$ cat src/two_wire_pkg.sv
// package: register map, status codes, field positions and timing of the two-wire unit
package two_wire_pkg;
    // ------------------------------------------------------------
    // register offsets (byte addresses, one word each)
    // ------------------------------------------------------------
    localparam logic [11:0] CONTROL_OFS = 12'h000;
    localparam logic [11:0] STATUS_OFS = 12'h004;
    localparam logic [11:0] SHIFT_OFS = 12'h008;
    localparam logic [11:0] ADDR_OFS = 12'h00C;
    localparam logic [11:0] DIV_OFS = 12'h010;
    localparam logic [11:0] IRQ_STAT_OFS = 12'h014;
    localparam logic [11:0] IRQ_MASK_OFS = 12'h018;
    // ------------------------------------------------------------
    // control register field positions
    // ------------------------------------------------------------
    localparam int CTL_PEND = 7;
    localparam int CTL_ACKEN = 6;
    localparam int CTL_START = 5;
    localparam int CTL_STOP = 4;
    localparam int CTL_WCOL = 3;
    localparam int CTL_EN = 2;
    localparam logic [7:0] STATUS_MASK = 8'hF8;
    localparam logic [7:0] DIV_RESET = 8'h0A;
    localparam logic [6:0] OWN_ADDR_RESET = 7'h00;
    // ------------------------------------------------------------
    // status codes
    // ------------------------------------------------------------
    localparam logic [4:0] ST_START = 5'h01;
    localparam logic [4:0] ST_RSTART = 5'h02;
    localparam logic [4:0] ST_SLAW_ACK = 5'h03;
    localparam logic [4:0] ST_SLAW_NACK = 5'h04;
    localparam logic [4:0] ST_DATW_ACK = 5'h05;
    localparam logic [4:0] ST_DATW_NACK = 5'h06;
    localparam logic [4:0] ST_ARB_LOST = 5'h07;
    localparam logic [4:0] ST_SLAR_ACK = 5'h08;
    localparam logic [4:0] ST_SLAR_NACK = 5'h09;
    localparam logic [4:0] ST_DATR_ACK = 5'h0A;
    localparam logic [4:0] ST_DATR_NACK = 5'h0B;
    localparam logic [4:0] ST_SR_ADDR = 5'h0C;
    localparam logic [4:0] ST_SR_DATA_ACK = 5'h10;
    localparam logic [4:0] ST_SR_DATA_NACK = 5'h11;
    localparam logic [4:0] ST_SR_STOP = 5'h14;
    localparam logic [4:0] ST_ST_ADDR = 5'h15;
    localparam logic [4:0] ST_ST_DATA_ACK = 5'h17;
    localparam logic [4:0] ST_ST_DATA_NACK = 5'h18;
    localparam logic [4:0] ST_IDLE = 5'h1F;
    localparam logic [4:0] ST_BUS_ERR = 5'h00;
    // interrupt status bit positions
    localparam int IRQ_PEND = 0;
    localparam int IRQ_WCOL = 1;
    localparam int IRQ_W = 2;
    // ------------------------------------------------------------
    // timing
    // ------------------------------------------------------------
    localparam int CLK_HZ = 20_000_000;
    // byte phase of the engine
    typedef enum logic [2:0] {
        PH_IDLE = 3'b000,
        PH_START = 3'b001,
        PH_BITS = 3'b011,
        PH_ACK = 3'b010,
        PH_HOLD = 3'b110,
        PH_STOP = 3'b111,
        PH_SLAVE = 3'b101
    } phase_t;
    // apb request bundle
    typedef struct packed {
        logic sel;
        logic en;
        logic wr;
        logic [11:0] addr;
        logic [31:0] wdata;
    } apb_req_t;
    // bus pins
    typedef struct packed {
        logic scl_o;
        logic scl_oe;
        logic sda_o;
        logic sda_oe;
    } pin_out_t;
endpackage

$ cat src/two_wire_mode_status_sequencer.sv
// top module: two-wire unit with master/slave roles, status posting and apb registers
// Behaviour
// - four roles, master and slave, tx and rx
// - slave receive when addressed for write
// - direction bit high read, low write
// - ack low, not-ack high in ack slot
// - one byte per packet then ack
// - set pending, post code over prescaler field
// - transfer held while pending set
// - pending after byte out and ack in
// - stop request plus clear makes stop
// - after start post code 0x08
// - shift write while not pending discarded, collision
// - repeated start posts 0x10, bus kept
//
// The implementer's own choices: the address map and the APB register port.
module two_wire_mode_status_sequencer
    import two_wire_pkg::*;
#(
    parameter int DIV_W = 8
) (
    input wire logic ref_clk,
    input wire logic rst,
    input wire logic psel,
    input wire logic penable,
    input wire logic pwrite,
    input wire logic [11:0] paddr,
    input wire logic [31:0] pwdata,
    output logic [31:0] prdata,
    output logic pready,
    output logic pslverr,
    input wire logic scl_i,
    input wire logic sda_i,
    output logic scl_o,
    output logic scl_oe,
    output logic sda_o,
    output logic sda_oe,
    output logic irq
);
    initial begin
        if (DIV_W < 2 || DIV_W > 16) begin
            $error("DIV_W out of range");
        end
    end
    // ------------------------------------------------------------
    // pin synchronisers
    // ------------------------------------------------------------
    logic [1:0] scl_s_q;
    logic [1:0] sda_s_q;
    logic scl_prev_q;
    logic sda_prev_q;
    always_ff @(posedge ref_clk) begin
        if (rst) begin
            scl_s_q <= 2'b11;
            sda_s_q <= 2'b11;
            scl_prev_q <= 1'b1;
            sda_prev_q <= 1'b1;
        end else begin
            scl_s_q <= {scl_s_q[0], scl_i};
            sda_s_q <= {sda_s_q[0], sda_i};
            scl_prev_q <= scl_s_q[1];
            sda_prev_q <= sda_s_q[1];
        end
    end
    logic scl;
    logic sda;
    logic scl_rise;
    logic scl_fall;
    logic bus_start;
    logic bus_stop;
    assign scl = scl_s_q[1];
    assign sda = sda_s_q[1];
    assign scl_rise = scl && !scl_prev_q;
    assign scl_fall = !scl && scl_prev_q;
    assign bus_start = scl && scl_prev_q && sda_prev_q && !sda;
    assign bus_stop = scl && scl_prev_q && !sda_prev_q && sda;
    // ------------------------------------------------------------
    // apb access decode
    // ------------------------------------------------------------
    apb_req_t req;
    assign req = '{sel: psel, en: penable, wr: pwrite, addr: paddr, wdata: pwdata};
    logic wr_acc;
    logic rd_acc;
    logic mapped;
    assign wr_acc = req.sel && req.en && req.wr;
    assign rd_acc = req.sel && req.en && !req.wr;
    assign pready = 1'b1;
    assign mapped = req.addr inside {CONTROL_OFS, STATUS_OFS, SHIFT_OFS, ADDR_OFS, DIV_OFS,
                                     IRQ_STAT_OFS, IRQ_MASK_OFS};
    assign pslverr = req.sel && req.en && !mapped;
    function automatic logic hit(input logic [11:0] a, input logic [11:0] ofs);
        hit = (a == ofs);
    endfunction
    // ------------------------------------------------------------
    // control and status state
    // ------------------------------------------------------------
    logic pend_q;
    logic acken_q;
    logic start_q;
    logic stop_q;
    logic wcol_q;
    logic en_q;
    logic [4:0] code_q;
    logic [1:0] presc_q;
    logic [7:0] shift_q;
    logic [6:0] own_q;
    logic [DIV_W-1:0] div_q;
    logic [2:0] irq_stat_q;
    logic [2:0] irq_mask_q;
    logic post;
    logic [4:0] post_code;
    logic stop_done;
    logic ctl_wr;
    logic shift_wr;
    assign ctl_wr = wr_acc && hit(req.addr, CONTROL_OFS);
    assign shift_wr = wr_acc && hit(req.addr, SHIFT_OFS);
    // write-one clears pending; post wins over clear
    always_ff @(posedge ref_clk) begin
        if (rst) begin
            pend_q <= 1'b0;
        end else if (post) begin
            pend_q <= 1'b1;
        end else if (ctl_wr && req.wdata[CTL_PEND]) begin
            pend_q <= 1'b0;
        end
    end
    // code only changes at a post
    always_ff @(posedge ref_clk) begin
        if (rst) begin
            code_q <= ST_IDLE;
        end else if (post) begin
            code_q <= post_code;
        end
    end
    // control bits; stop request self-clears once the stop is sent
    always_ff @(posedge ref_clk) begin
        if (rst) begin
            acken_q <= 1'b0;
            start_q <= 1'b0;
            stop_q <= 1'b0;
            en_q <= 1'b0;
        end else begin
            if (ctl_wr) begin
                acken_q <= req.wdata[CTL_ACKEN];
                start_q <= req.wdata[CTL_START];
                en_q <= req.wdata[CTL_EN];
            end
            if (stop_done) begin
                stop_q <= 1'b0;
            end else if (ctl_wr) begin
                stop_q <= req.wdata[CTL_STOP];
            end
        end
    end
    // shift writes only while pending, else collision
    always_ff @(posedge ref_clk) begin
        if (rst) begin
            wcol_q <= 1'b0;
        end else if (shift_wr && !pend_q) begin
            wcol_q <= 1'b1;
        end else if (ctl_wr && !req.wdata[CTL_WCOL]) begin
            wcol_q <= 1'b0;
        end
    end
    // configuration registers
    always_ff @(posedge ref_clk) begin
        if (rst) begin
            presc_q <= 2'b00;
            own_q <= OWN_ADDR_RESET;
            div_q <= DIV_W'(DIV_RESET);
            irq_mask_q <= 3'b000;
        end else if (wr_acc) begin
            if (hit(req.addr, STATUS_OFS)) begin
                presc_q <= req.wdata[1:0];
            end
            if (hit(req.addr, ADDR_OFS)) begin
                own_q <= req.wdata[6:0];
            end
            if (hit(req.addr, DIV_OFS)) begin
                div_q <= req.wdata[DIV_W-1:0];
            end
            if (hit(req.addr, IRQ_MASK_OFS)) begin
                irq_mask_q <= req.wdata[2:0];
            end
        end
    end
    // sticky events, cleared by reading; a new event wins over the read
    logic [2:0] irq_ev;
    assign irq_ev = {stop_done, shift_wr && !pend_q, post};
    always_ff @(posedge ref_clk) begin
        if (rst) begin
            irq_stat_q <= 3'b000;
        end else if (rd_acc && hit(req.addr, IRQ_STAT_OFS)) begin
            irq_stat_q <= irq_ev;
        end else begin
            irq_stat_q <= irq_stat_q | irq_ev;
        end
    end
    assign irq = |(irq_stat_q & irq_mask_q);
    // read mux, registered data
    always_ff @(posedge ref_clk) begin
        if (rst) begin
            prdata <= 32'h0000_0000;
        end else if (req.sel && !req.en && !req.wr) begin
            case (req.addr)
                CONTROL_OFS: prdata <= {24'h0, pend_q, acken_q, start_q, stop_q, wcol_q, en_q,
                                        2'b00};
                // code in the upper bits, prescaler low
                STATUS_OFS: prdata <= {24'h0, code_q, 1'b0, presc_q};
                SHIFT_OFS: prdata <= {24'h0, shift_q};
                ADDR_OFS: prdata <= {25'h0, own_q};
                DIV_OFS: prdata <= {{(32-DIV_W){1'b0}}, div_q};
                // events landing at this edge are reported too, since the access clears them
                IRQ_STAT_OFS: prdata <= {29'h0, irq_stat_q | irq_ev};
                IRQ_MASK_OFS: prdata <= {29'h0, irq_mask_q};
                default: prdata <= 32'h0000_0000;
            endcase
        end
    end
    // ------------------------------------------------------------
    // bit engine
    // ------------------------------------------------------------
    phase_t ph_q;
    logic [DIV_W-1:0] tick_q;
    logic [1:0] sub_q;
    logic [3:0] bit_q;
    logic master_q;
    logic is_addr_q;
    logic rx_q;
    logic ack_bit_q;
    logic tick;
    pin_out_t pins_q;
    assign tick = (tick_q == '0);
    always_ff @(posedge ref_clk) begin
        if (rst || !master_q) begin
            tick_q <= div_q;
        end else if (tick) begin
            tick_q <= div_q;
        end else begin
            tick_q <= tick_q - 1'b1;
        end
    end
    assign scl_o = pins_q.scl_o;
    assign scl_oe = pins_q.scl_oe;
    assign sda_o = pins_q.sda_o;
    assign sda_oe = pins_q.sda_oe;
    // post outputs for the sequencer
    always_comb begin
        post = 1'b0;
        post_code = ST_IDLE;
        stop_done = 1'b0;
        if (master_q && tick) begin
            if (ph_q == PH_START && sub_q == 2'd2) begin
                post = 1'b1;
                post_code = is_addr_q ? ST_RSTART : ST_START;
            // byte out, ack in, then posted
            end else if (ph_q == PH_ACK && sub_q == 2'd2) begin
                post = 1'b1;
                if (is_addr_q) begin
                    post_code = rx_q ? (ack_bit_q ? ST_SLAR_NACK : ST_SLAR_ACK)
                                     : (ack_bit_q ? ST_SLAW_NACK : ST_SLAW_ACK);
                end else begin
                    post_code = rx_q ? (ack_bit_q ? ST_DATR_NACK : ST_DATR_ACK)
                                     : (ack_bit_q ? ST_DATW_NACK : ST_DATW_ACK);
                end
            end else if (ph_q == PH_STOP && sub_q == 2'd2) begin
                stop_done = 1'b1;
            end
        end else if (!master_q && ph_q == PH_ACK && scl_fall
                     && (!is_addr_q || shift_q[7:1] == own_q)) begin
            // slave roles post after their ack slot
            post = 1'b1;
            if (is_addr_q) begin
                post_code = rx_q ? ST_ST_ADDR : ST_SR_ADDR;
            end else begin
                post_code = rx_q ? (ack_bit_q ? ST_ST_DATA_NACK : ST_ST_DATA_ACK)
                                 : (ack_bit_q ? ST_SR_DATA_NACK : ST_SR_DATA_ACK);
            end
        end else if (!master_q && ph_q == PH_SLAVE && bus_stop) begin
            post = 1'b1;
            post_code = ST_SR_STOP;
        end
    end
    // one sequencer serves all four roles
    always_ff @(posedge ref_clk) begin
        if (rst || !en_q) begin
            ph_q <= PH_IDLE;
            sub_q <= 2'd0;
            bit_q <= 4'd0;
            master_q <= 1'b0;
            is_addr_q <= 1'b0;
            rx_q <= 1'b0;
            ack_bit_q <= 1'b1;
            shift_q <= 8'h00;
            pins_q <= '{scl_o: 1'b0, scl_oe: 1'b0, sda_o: 1'b0, sda_oe: 1'b0};
        end else begin
            if (shift_wr && pend_q) begin
                shift_q <= req.wdata[7:0];
            end
            case (ph_q)
                PH_IDLE: begin
                    if (start_q && !pend_q && scl && sda) begin
                        master_q <= 1'b1;
                        is_addr_q <= 1'b0;
                        ph_q <= PH_START;
                        sub_q <= 2'd0;
                    end else if (bus_start) begin
                        ph_q <= PH_BITS;
                        is_addr_q <= 1'b1;
                        rx_q <= 1'b1;
                        bit_q <= 4'd0;
                    end
                end
                PH_START: if (tick) begin
                    // release both lines then pull sda low with scl high
                    sub_q <= sub_q + 2'd1;
                    pins_q.scl_oe <= (sub_q == 2'd2);
                    pins_q.sda_oe <= (sub_q != 2'd0);
                    if (sub_q == 2'd2) begin
                        is_addr_q <= 1'b1;
                        ph_q <= PH_HOLD;
                    end
                end
                PH_HOLD: if (!pend_q) begin
                    sub_q <= 2'd0;
                    bit_q <= 4'd0;
                    // stop on request; repeated start keeps bus
                    if (stop_q) begin
                        ph_q <= PH_STOP;
                    end else if (start_q) begin
                        is_addr_q <= 1'b1;
                        ph_q <= PH_START;
                    end else begin
                        if (is_addr_q && code_q inside {ST_START, ST_RSTART}) begin
                            // direction bit sets read or write
                            rx_q <= shift_q[0];
                        end else begin
                            is_addr_q <= 1'b0;
                        end
                        ph_q <= PH_BITS;
                    end
                end
                // a stop from the far master ends the slave transfer
                PH_BITS: if (!master_q && bus_stop) begin
                    ph_q <= PH_IDLE;
                end else if (master_q ? tick : (scl_rise || scl_fall)) begin
                    if (master_q) begin
                        sub_q <= sub_q + 2'd1;
                        pins_q.scl_oe <= !(sub_q == 2'd1 || sub_q == 2'd2);
                        if (sub_q == 2'd0) begin
                            pins_q.sda_oe <= (rx_q && !is_addr_q) ? 1'b0 : !shift_q[7];
                        end
                    end
                    if (master_q ? (sub_q == 2'd1) : scl_rise) begin
                        shift_q <= {shift_q[6:0], sda};
                        bit_q <= bit_q + 4'd1;
                    end
                    if (!master_q && scl_fall && bit_q == 4'd8) begin
                        // eighth bit done, ack slot follows
                        ph_q <= PH_ACK;
                        if (is_addr_q) begin
                            rx_q <= shift_q[0];
                        end
                        pins_q.sda_oe <= is_addr_q ? (shift_q[7:1] == own_q) : (acken_q && !rx_q);
                    end else if (!master_q && scl_fall && rx_q && !is_addr_q) begin
                        pins_q.sda_oe <= !shift_q[7];
                    end
                    if (master_q && sub_q == 2'd3 && bit_q == 4'd8) begin
                        ph_q <= PH_ACK;
                        pins_q.sda_oe <= rx_q && !is_addr_q && acken_q;
                    end
                end
                PH_ACK: if (master_q ? tick : (scl_rise || scl_fall)) begin
                    if (master_q) begin
                        sub_q <= sub_q + 2'd1;
                        pins_q.scl_oe <= !(sub_q == 2'd0 || sub_q == 2'd1);
                        if (sub_q == 2'd1) begin
                            ack_bit_q <= sda;
                        end
                        if (sub_q == 2'd2) begin
                            ph_q <= PH_HOLD;
                            pins_q.sda_oe <= 1'b0;
                        end
                    end else if (scl_rise) begin
                        ack_bit_q <= sda;
                    end else begin
                        // stretch scl low while software services the slave
                        pins_q.sda_oe <= 1'b0;
                        pins_q.scl_oe <= (shift_q[7:1] == own_q) || !is_addr_q;
                        ph_q <= ((shift_q[7:1] == own_q) || !is_addr_q) ? PH_SLAVE : PH_IDLE;
                    end
                end
                PH_SLAVE: begin
                    if (bus_stop) begin
                        ph_q <= PH_IDLE;
                        pins_q.scl_oe <= 1'b0;
                    end else if (!pend_q) begin
                        pins_q.scl_oe <= 1'b0;
                        pins_q.sda_oe <= rx_q && !shift_q[7];
                        is_addr_q <= 1'b0;
                        bit_q <= 4'd0;
                        ph_q <= PH_BITS;
                    end
                end
                PH_STOP: if (tick) begin
                    // sda low, scl released, then sda released
                    sub_q <= sub_q + 2'd1;
                    pins_q.sda_oe <= (sub_q != 2'd2);
                    pins_q.scl_oe <= (sub_q == 2'd0);
                    if (sub_q == 2'd2) begin
                        ph_q <= PH_IDLE;
                        master_q <= 1'b0;
                    end
                end
                default: ph_q <= PH_IDLE;
            endcase
        end
    end
endmodule // two_wire_mode_status_sequencer

$ cat config.mk
export PLATFORM = sky130hd
export DESIGN_NAME = two_wire_mode_status_sequencer
export DESIGN_NICKNAME = d
export VERILOG_FILES = /design/src/two_wire_pkg.sv /design/src/two_wire_mode_status_sequencer.sv
export SDC_FILE = /design/constraint.sdc
export NUM_CORES = 1
export LEC_CHECK = 0
export BUFFER_PORTS_ARGS = -buffer_cell sky130_fd_sc_hd__buf_4
export CORE_UTILIZATION = 30
export DETAILED_ROUTE_END_ITERATION = 6
export GPL_TIMING_DRIVEN = 1
export HOLD_SLACK_MARGIN = 0.02
export RECOVER_POWER = 25
export SETUP_SLACK_MARGIN = 0.4
export SYNTH_ARGS = -nofsm -noshare
export SYNTH_HDL_FRONTEND = slang
export SYNTH_SLANG_ARGS = --single-unit
$ cat constraint.sdc
create_clock -name ref_clk -period 4.8 [get_ports ref_clk]
set_input_delay 0.72 -clock ref_clk [delete_from_list [all_inputs] [get_ports ref_clk]]
set_output_delay 0.72 -clock ref_clk [all_outputs]
set_load 0.02 [all_outputs]
# == Yosys cells after proc, flatten, opt, wreduce, memory -nomap -nowiden ==
# Cells that the tools add are included.
# classes
n_addsub,3
eq_ne,51
muxes,132
n_bitwise,2
reduce_logical,98
# op_table
cell,count
$mux W1,68
$mux W3,20
$mux W8,7
$pmux W8 S7,1
$mux W4,13
$logic_and A1 B1 Y1,44
$ne A2 B2 Y1 const B,19
$eq A12 B5 Y1 const B,3
$mux W5,6
$eq A12 B4 Y1 const B,2
$pmux W3 S7,1
$mux W2,9
$ne A3 B3 Y1 const B,6
$reduce_and A9 Y1,2
$logic_not A1 Y1,16
$pmux W4 S4,1
$eq A12 B3 Y1 const B,1
$logic_not A12 Y1,1
$reduce_and A12 Y1,1
$reduce_bool A2 Y1,6
$reduce_and A11 Y1,1
$ne A5 B5 Y1 const B,2
$pmux W1 S5,2
$pmux W2 S5,1
34 further kinds,53
# totals
register_bits,103
inputBits,51
output_inout_bits,39
word_cells,314

# == Depth between registers and ports, before layout ==
# logic_depth
ltp_word,11
mapped_depth,9
mapped_depth_nobuf,8

# == Least setup slack after synthesis ==
# Ideal clock, no wire load.
# synth_path
path_kind,input port to flip-flop
startpoint,input port paddr[9]
endpoint,register shift_q[7]
setup_time_ns,0.128
arrival_time_ns,2.776
required_time_ns,4.672
path_slack_ns,1.895
path_stages,6
path_buffers,0
cell_sequence,or4_4 -> nor4_4 -> nand4_4 -> nor4_4 -> mux2i_1 -> a21oi_2
# synth_between
elab_chain_len,8
# synth_rtl
item,line_no,text
"start, declared",two_wire_mode_status_sequencer.sv:27,"input wire logic [11:0] paddr,"
$eq A12 B4 Y1 *,two_wire_mode_status_sequencer.sv:92,hit = (a == ofs);
$logic_and A1 B1 Y1 *,two_wire_mode_status_sequencer.sv:116,"assign shift_wr = wr_acc && hit(req.addr, SHIFT_OFS);"
$logic_and A1 B1 Y1 *,two_wire_mode_status_sequencer.sv:297,if (shift_wr && pend_q) begin
$mux W8 *,two_wire_mode_status_sequencer.sv:297,
$mux W8,two_wire_mode_status_sequencer.sv:354,if (master_q ? (sub_q == 2'd1) : scl_rise) begin
$mux W8,two_wire_mode_status_sequencer.sv:346,end else if (master_q ? tick : (scl_rise || scl_fall)) begin
$mux W8,two_wire_mode_status_sequencer.sv:344,PH_BITS: if (!master_q && bus_stop) begin
$mux W8 *,two_wire_mode_status_sequencer.sv:300,case (ph_q)
"end signal, assigned",two_wire_mode_status_sequencer.sv:298,shift_q <= req.wdata[7:0];
"end signal, assigned",two_wire_mode_status_sequencer.sv:355,"shift_q <= {shift_q[6:0], sda};"
"end, declared",two_wire_mode_status_sequencer.sv:105,logic [7:0] shift_q;
# Every way passes the cells marked *; elsewhere a longest branch is shown, timed or not.
# A chain may end at the register's enable or synchronous reset.

# == Final worst setup path ==
# layout_path
startpoint,input port rst
endpoint,"register, netlist name sda_oe"
# layout_between
elab_chain_len,1
# layout_rtl
item,line_no,text
"start, declared",two_wire_mode_status_sequencer.sv:23,"input wire logic rst,"
$logic_or A1 B1 Y1,two_wire_mode_status_sequencer.sv:286,if (rst || !en_q) begin
# Every way passes these cells.

==> flow_summary_export.csv <==
group,metric,value,unit
run_status,status,"complete, but fails checks",
run_status,violations,"max-capacitance violations, max-slew violations",
clock_tree,cts_resized,0,
power,peakVddDrop,0.174,mV
final_layout,drive_above_1_share,0.115,
critical_path,path_max_fanout,41,
synth,synth_area_per_cell,8.00,um2
grt,grt_usage,0.158,
clock_tree,h-tree-depth,3,
clock_tree,path_clk_slew,0.07,ns
route,wl_per_cell,15.7,um
sta,finalHoldViolCount,0,
synth,synth_compound_area_frac,0.188,
sta,min_period,3.18,ns
synth,synth.most_common_cell,"dfxtp_1",
critical_path,cp-startpoint,"rst",
critical_path,reg2regPathDepth,8,
clock_tree,cts_tree,"done",
hold_path,whs_endpoint,"scl_s_q[1]$_SDFF_PP1_",
critical_path,worst_ep_arrival_time,3.40,ns
critical_path,ff2ff_setup_slack,1.67,ns
sta,timing.fmax,0.315,GHz
sta,setup_tns,0,ns
synth,syn_area,5010,um2
power,p_leak,2.06,nW
floorplan,chipWidth,131,um
clock_tree,cts_hold_buf,0,
sta,fin_crit_sh,0.662,
floorplan,io_pins,90,
sta,final-setup-viol-count,0,
synth,synthAdderAreaFrac,0.0415,
floorplan,fp.dieH,131,um
route,vias_per_cell,5.30,
run,drv_cap,1,
route,vias,4593,
critical_path,start_kind,"input port",
synth,muxShareOfSynthArea,0.0950,
synth,synthFlopType,"dfxtp_1",
floorplan,core,16100,um2
sta,final_max_slew_viol_count,42,
synth,yosys.area.top_type,"dfxtp_1",
grt,grt_overflow,0,
clock_tree,cts-root-buf,"clkbuf_16",
grt,grt_max_degree,42,
clock_tree,clkLatencyLatePin,0.35,ns
clock_tree,clockBufferDepth,2,
route,antenna_left,0,
hold_path,min_path_type,"flop to flop",
place,dp_hpwl,9870,um
place,dp.cells,850,
synth,yosys.area_share.simple,0.251,
hold_path,worst_hold_path.num_cells,1,
floorplan,dieArea,17200,um2
grt,grt_antenna_before_repair,0,
final_layout,nNetsFinal,712,
critical_path,path_class,"input port to flop",
final_layout,n_fill_cell,1678,
synth,synth_top_family_by_area,"simple AND/OR/NAND/NOR gates",
hold_path,hp-start,"scl_s_q[0]$_SDFF_PP1_",
final_layout,syn2layout_area_growth,12.5,%
synth,yosys-top-cells-count,"79 x dfxtp_1, 62 x nand2_1, 55 x nor2_1, 46 x a21oi_1, 42 x o21ai_0",
route,firstDrtPassIters,5,
synth,yosysUniqueCellTypes,73,
final_layout,final_cells,866,
route,wirelength,13600,um
sta,max_slew_margin,-0.245,
sta,tightest_slew,1.87,ns
final_layout,ff_latch_area,1580,um2
clock_tree,post-cts-setup-buffer-count,0,
critical_path,crit_required,5.02,ns
critical_path,r2r-start,"tick_q[0]$_DFF_P_",
route,drt_iter0_markers,381,
clock_tree,cts_buffers,9,
sta,rsz0062_at_grt,"false",
critical_path,crit_path_end_kind,"flop",
synth,synth_xor_area_frac,0.0227,
grt,grt_pass1_vias,4097,
synth,synth-edff-count,0,
synth,ys_warn_count,0,
floorplan,row_count,46,
synth,syn_inst,626,
final_layout,multi_input_area,3100,um2
place,portBuffers,38,
floorplan,initial_utilization,0.312,
critical_path,rr_endpoint,"bit_q[3]$_SDFFE_PP0P_",
clock_tree,clock_sink_count,79,
synth,seq_area_frac_synth,0.316,
place,place_congestion,0.896,
grt,grt_pass1_wl,21900,um
synth,ys_async_sr_fraction,0,
route,drt_drc_violations_left,0,
synth,synth_area_leaders,"dfxtp_1 32%, mux2i_1 6.8%, nand2_1 4.6%",
synth,synth.top_cell.area_share,0.316,
power,power_density,259,nW/um2
final_layout,n_antenna_cell,0,
sta,finClkSkew,0.00861,ns
synth,synth-seq-cells,79,
## layout make-up
type,instances,area share
clock inverters,7,0.0142
clock buffers,9,0.0400
well taps,216,0.0480
repair buffers,44,0.0507
inverters,24,0.0160
multi-input cells,487,0.550
flip-flops and latches,79,0.281
## flip-flops by register name (all words and copies together), names as in the netlist, 2 cells and up
| name | cells |
|---|---|
| div_q | 8 |
| prdata | 8 |
| shift_q | 8 |
| tick_q | 8 |
| own_q | 7 |
| code_q | 5 |
| bit_q | 4 |
| irq_mask_q | 3 |
| irq_stat_q | 3 |
| ph_q | 3 |
| presc_q | 2 |
| scl_s_q | 2 |
| sda_s_q | 2 |
| sub_q | 2 |
## per-stage QoR
step / setup WS (ns) / power (W) / util / hold WS [ns] / area [um2]
CTS: 1.63 / 0.00147 / 0.353 / 0.412 / 5680
floorplan: 1.90 / 0.000745 / - / 0.389 / 5100
finish: 1.62 / 0.00146 / 0.351 / 0.408 / 5630
global route: 1.37 / 0.00151 / 0.351 / 0.421 / 5630
detailed placement: 1.42 / 0.000761 / 0.334 / 0.398 / 5370
global placement: 1.44 / 0.000762 / 0.334 / 0.392 / 5370
## metal layers
layer	track usage	vias up	wire length, um
met5	0	-	0
met4	0.0608	0	300
met3	0.0258	31	775
met2	0.249	172	6210
met1	0.215	2164	6290
li1	-	2226	-
## report_power, final
| group | internal (W) | switching (W) |
|---|---|---|
| Sequential | 0.000657 | 0.00000186 |
| Clock | 0.000410 | 0.000304 |
| Combinational | 0.0000285 | 0.0000593 |
## cell families after synthesis
kind of cell               Yosys count
adders and majority gates           16
other                                2
AOI/OAI and AO/OA                  153
DFF                                 79
and+or+nand+nor                    237
buffers and inverters               85
xor gates and xnor gates            13
muxes                               41
## worst max-delay path, cell delays in order
cell and delay, ns:
clkbuf_1 1.31, inv_1 0.54, nand2_1 0.56, a31oi_1 0.07, o21ai_0 0.10, o41ai_1 0.08
## how the worst max path moves through the flow
stage | endpoint | slack, ns | cells after the start
after floorplan | shift_q[7]$_SDFF_PP0_ | 1.90 | 6
after global placement | shift_q[7]$_SDFF_PP0_ | 1.44 | 7
after detailed placement | shift_q[7]$_SDFF_PP0_ | 1.42 | 7
after CTS | bit_q[3]$_SDFFE_PP0P_ | 1.63 | 8
after global routing | sda_oe$_SDFFE_PP0P_ | 1.37 | 6
final | sda_oe$_SDFFE_PP0P_ | 1.62 | 6
## placed cells by master, fill, tap and decap left out, types with 5 or more instances in the layout
cell type,netlist,layout
nor3_1,18,18
dfxtp_1,79,79
mux4_2,5,5
a21oi_1,46,46
nand3b_1,7,7
clkbuf_1,31,12
clkbuf_16,0,9
a211oi_1,6,6
or3_1,5,5
mux2i_1,34,34
buf_4,27,32
and3_1,6,6
nand3_1,20,20
nand2b_1,7,7
o22ai_1,5,5
conb_1,2,27
a31oi_1,12,12
nor2b_1,11,11
xnor2_1,5,5
ha_1,15,15
nand4_1,6,6
nor2_1,55,55
xor2_1,8,8
inv_1,24,24
nand2_1,62,62
or2_2,8,8
o21ai_0,42,42
No activity file was read; power rests on OpenSTA's default activity.
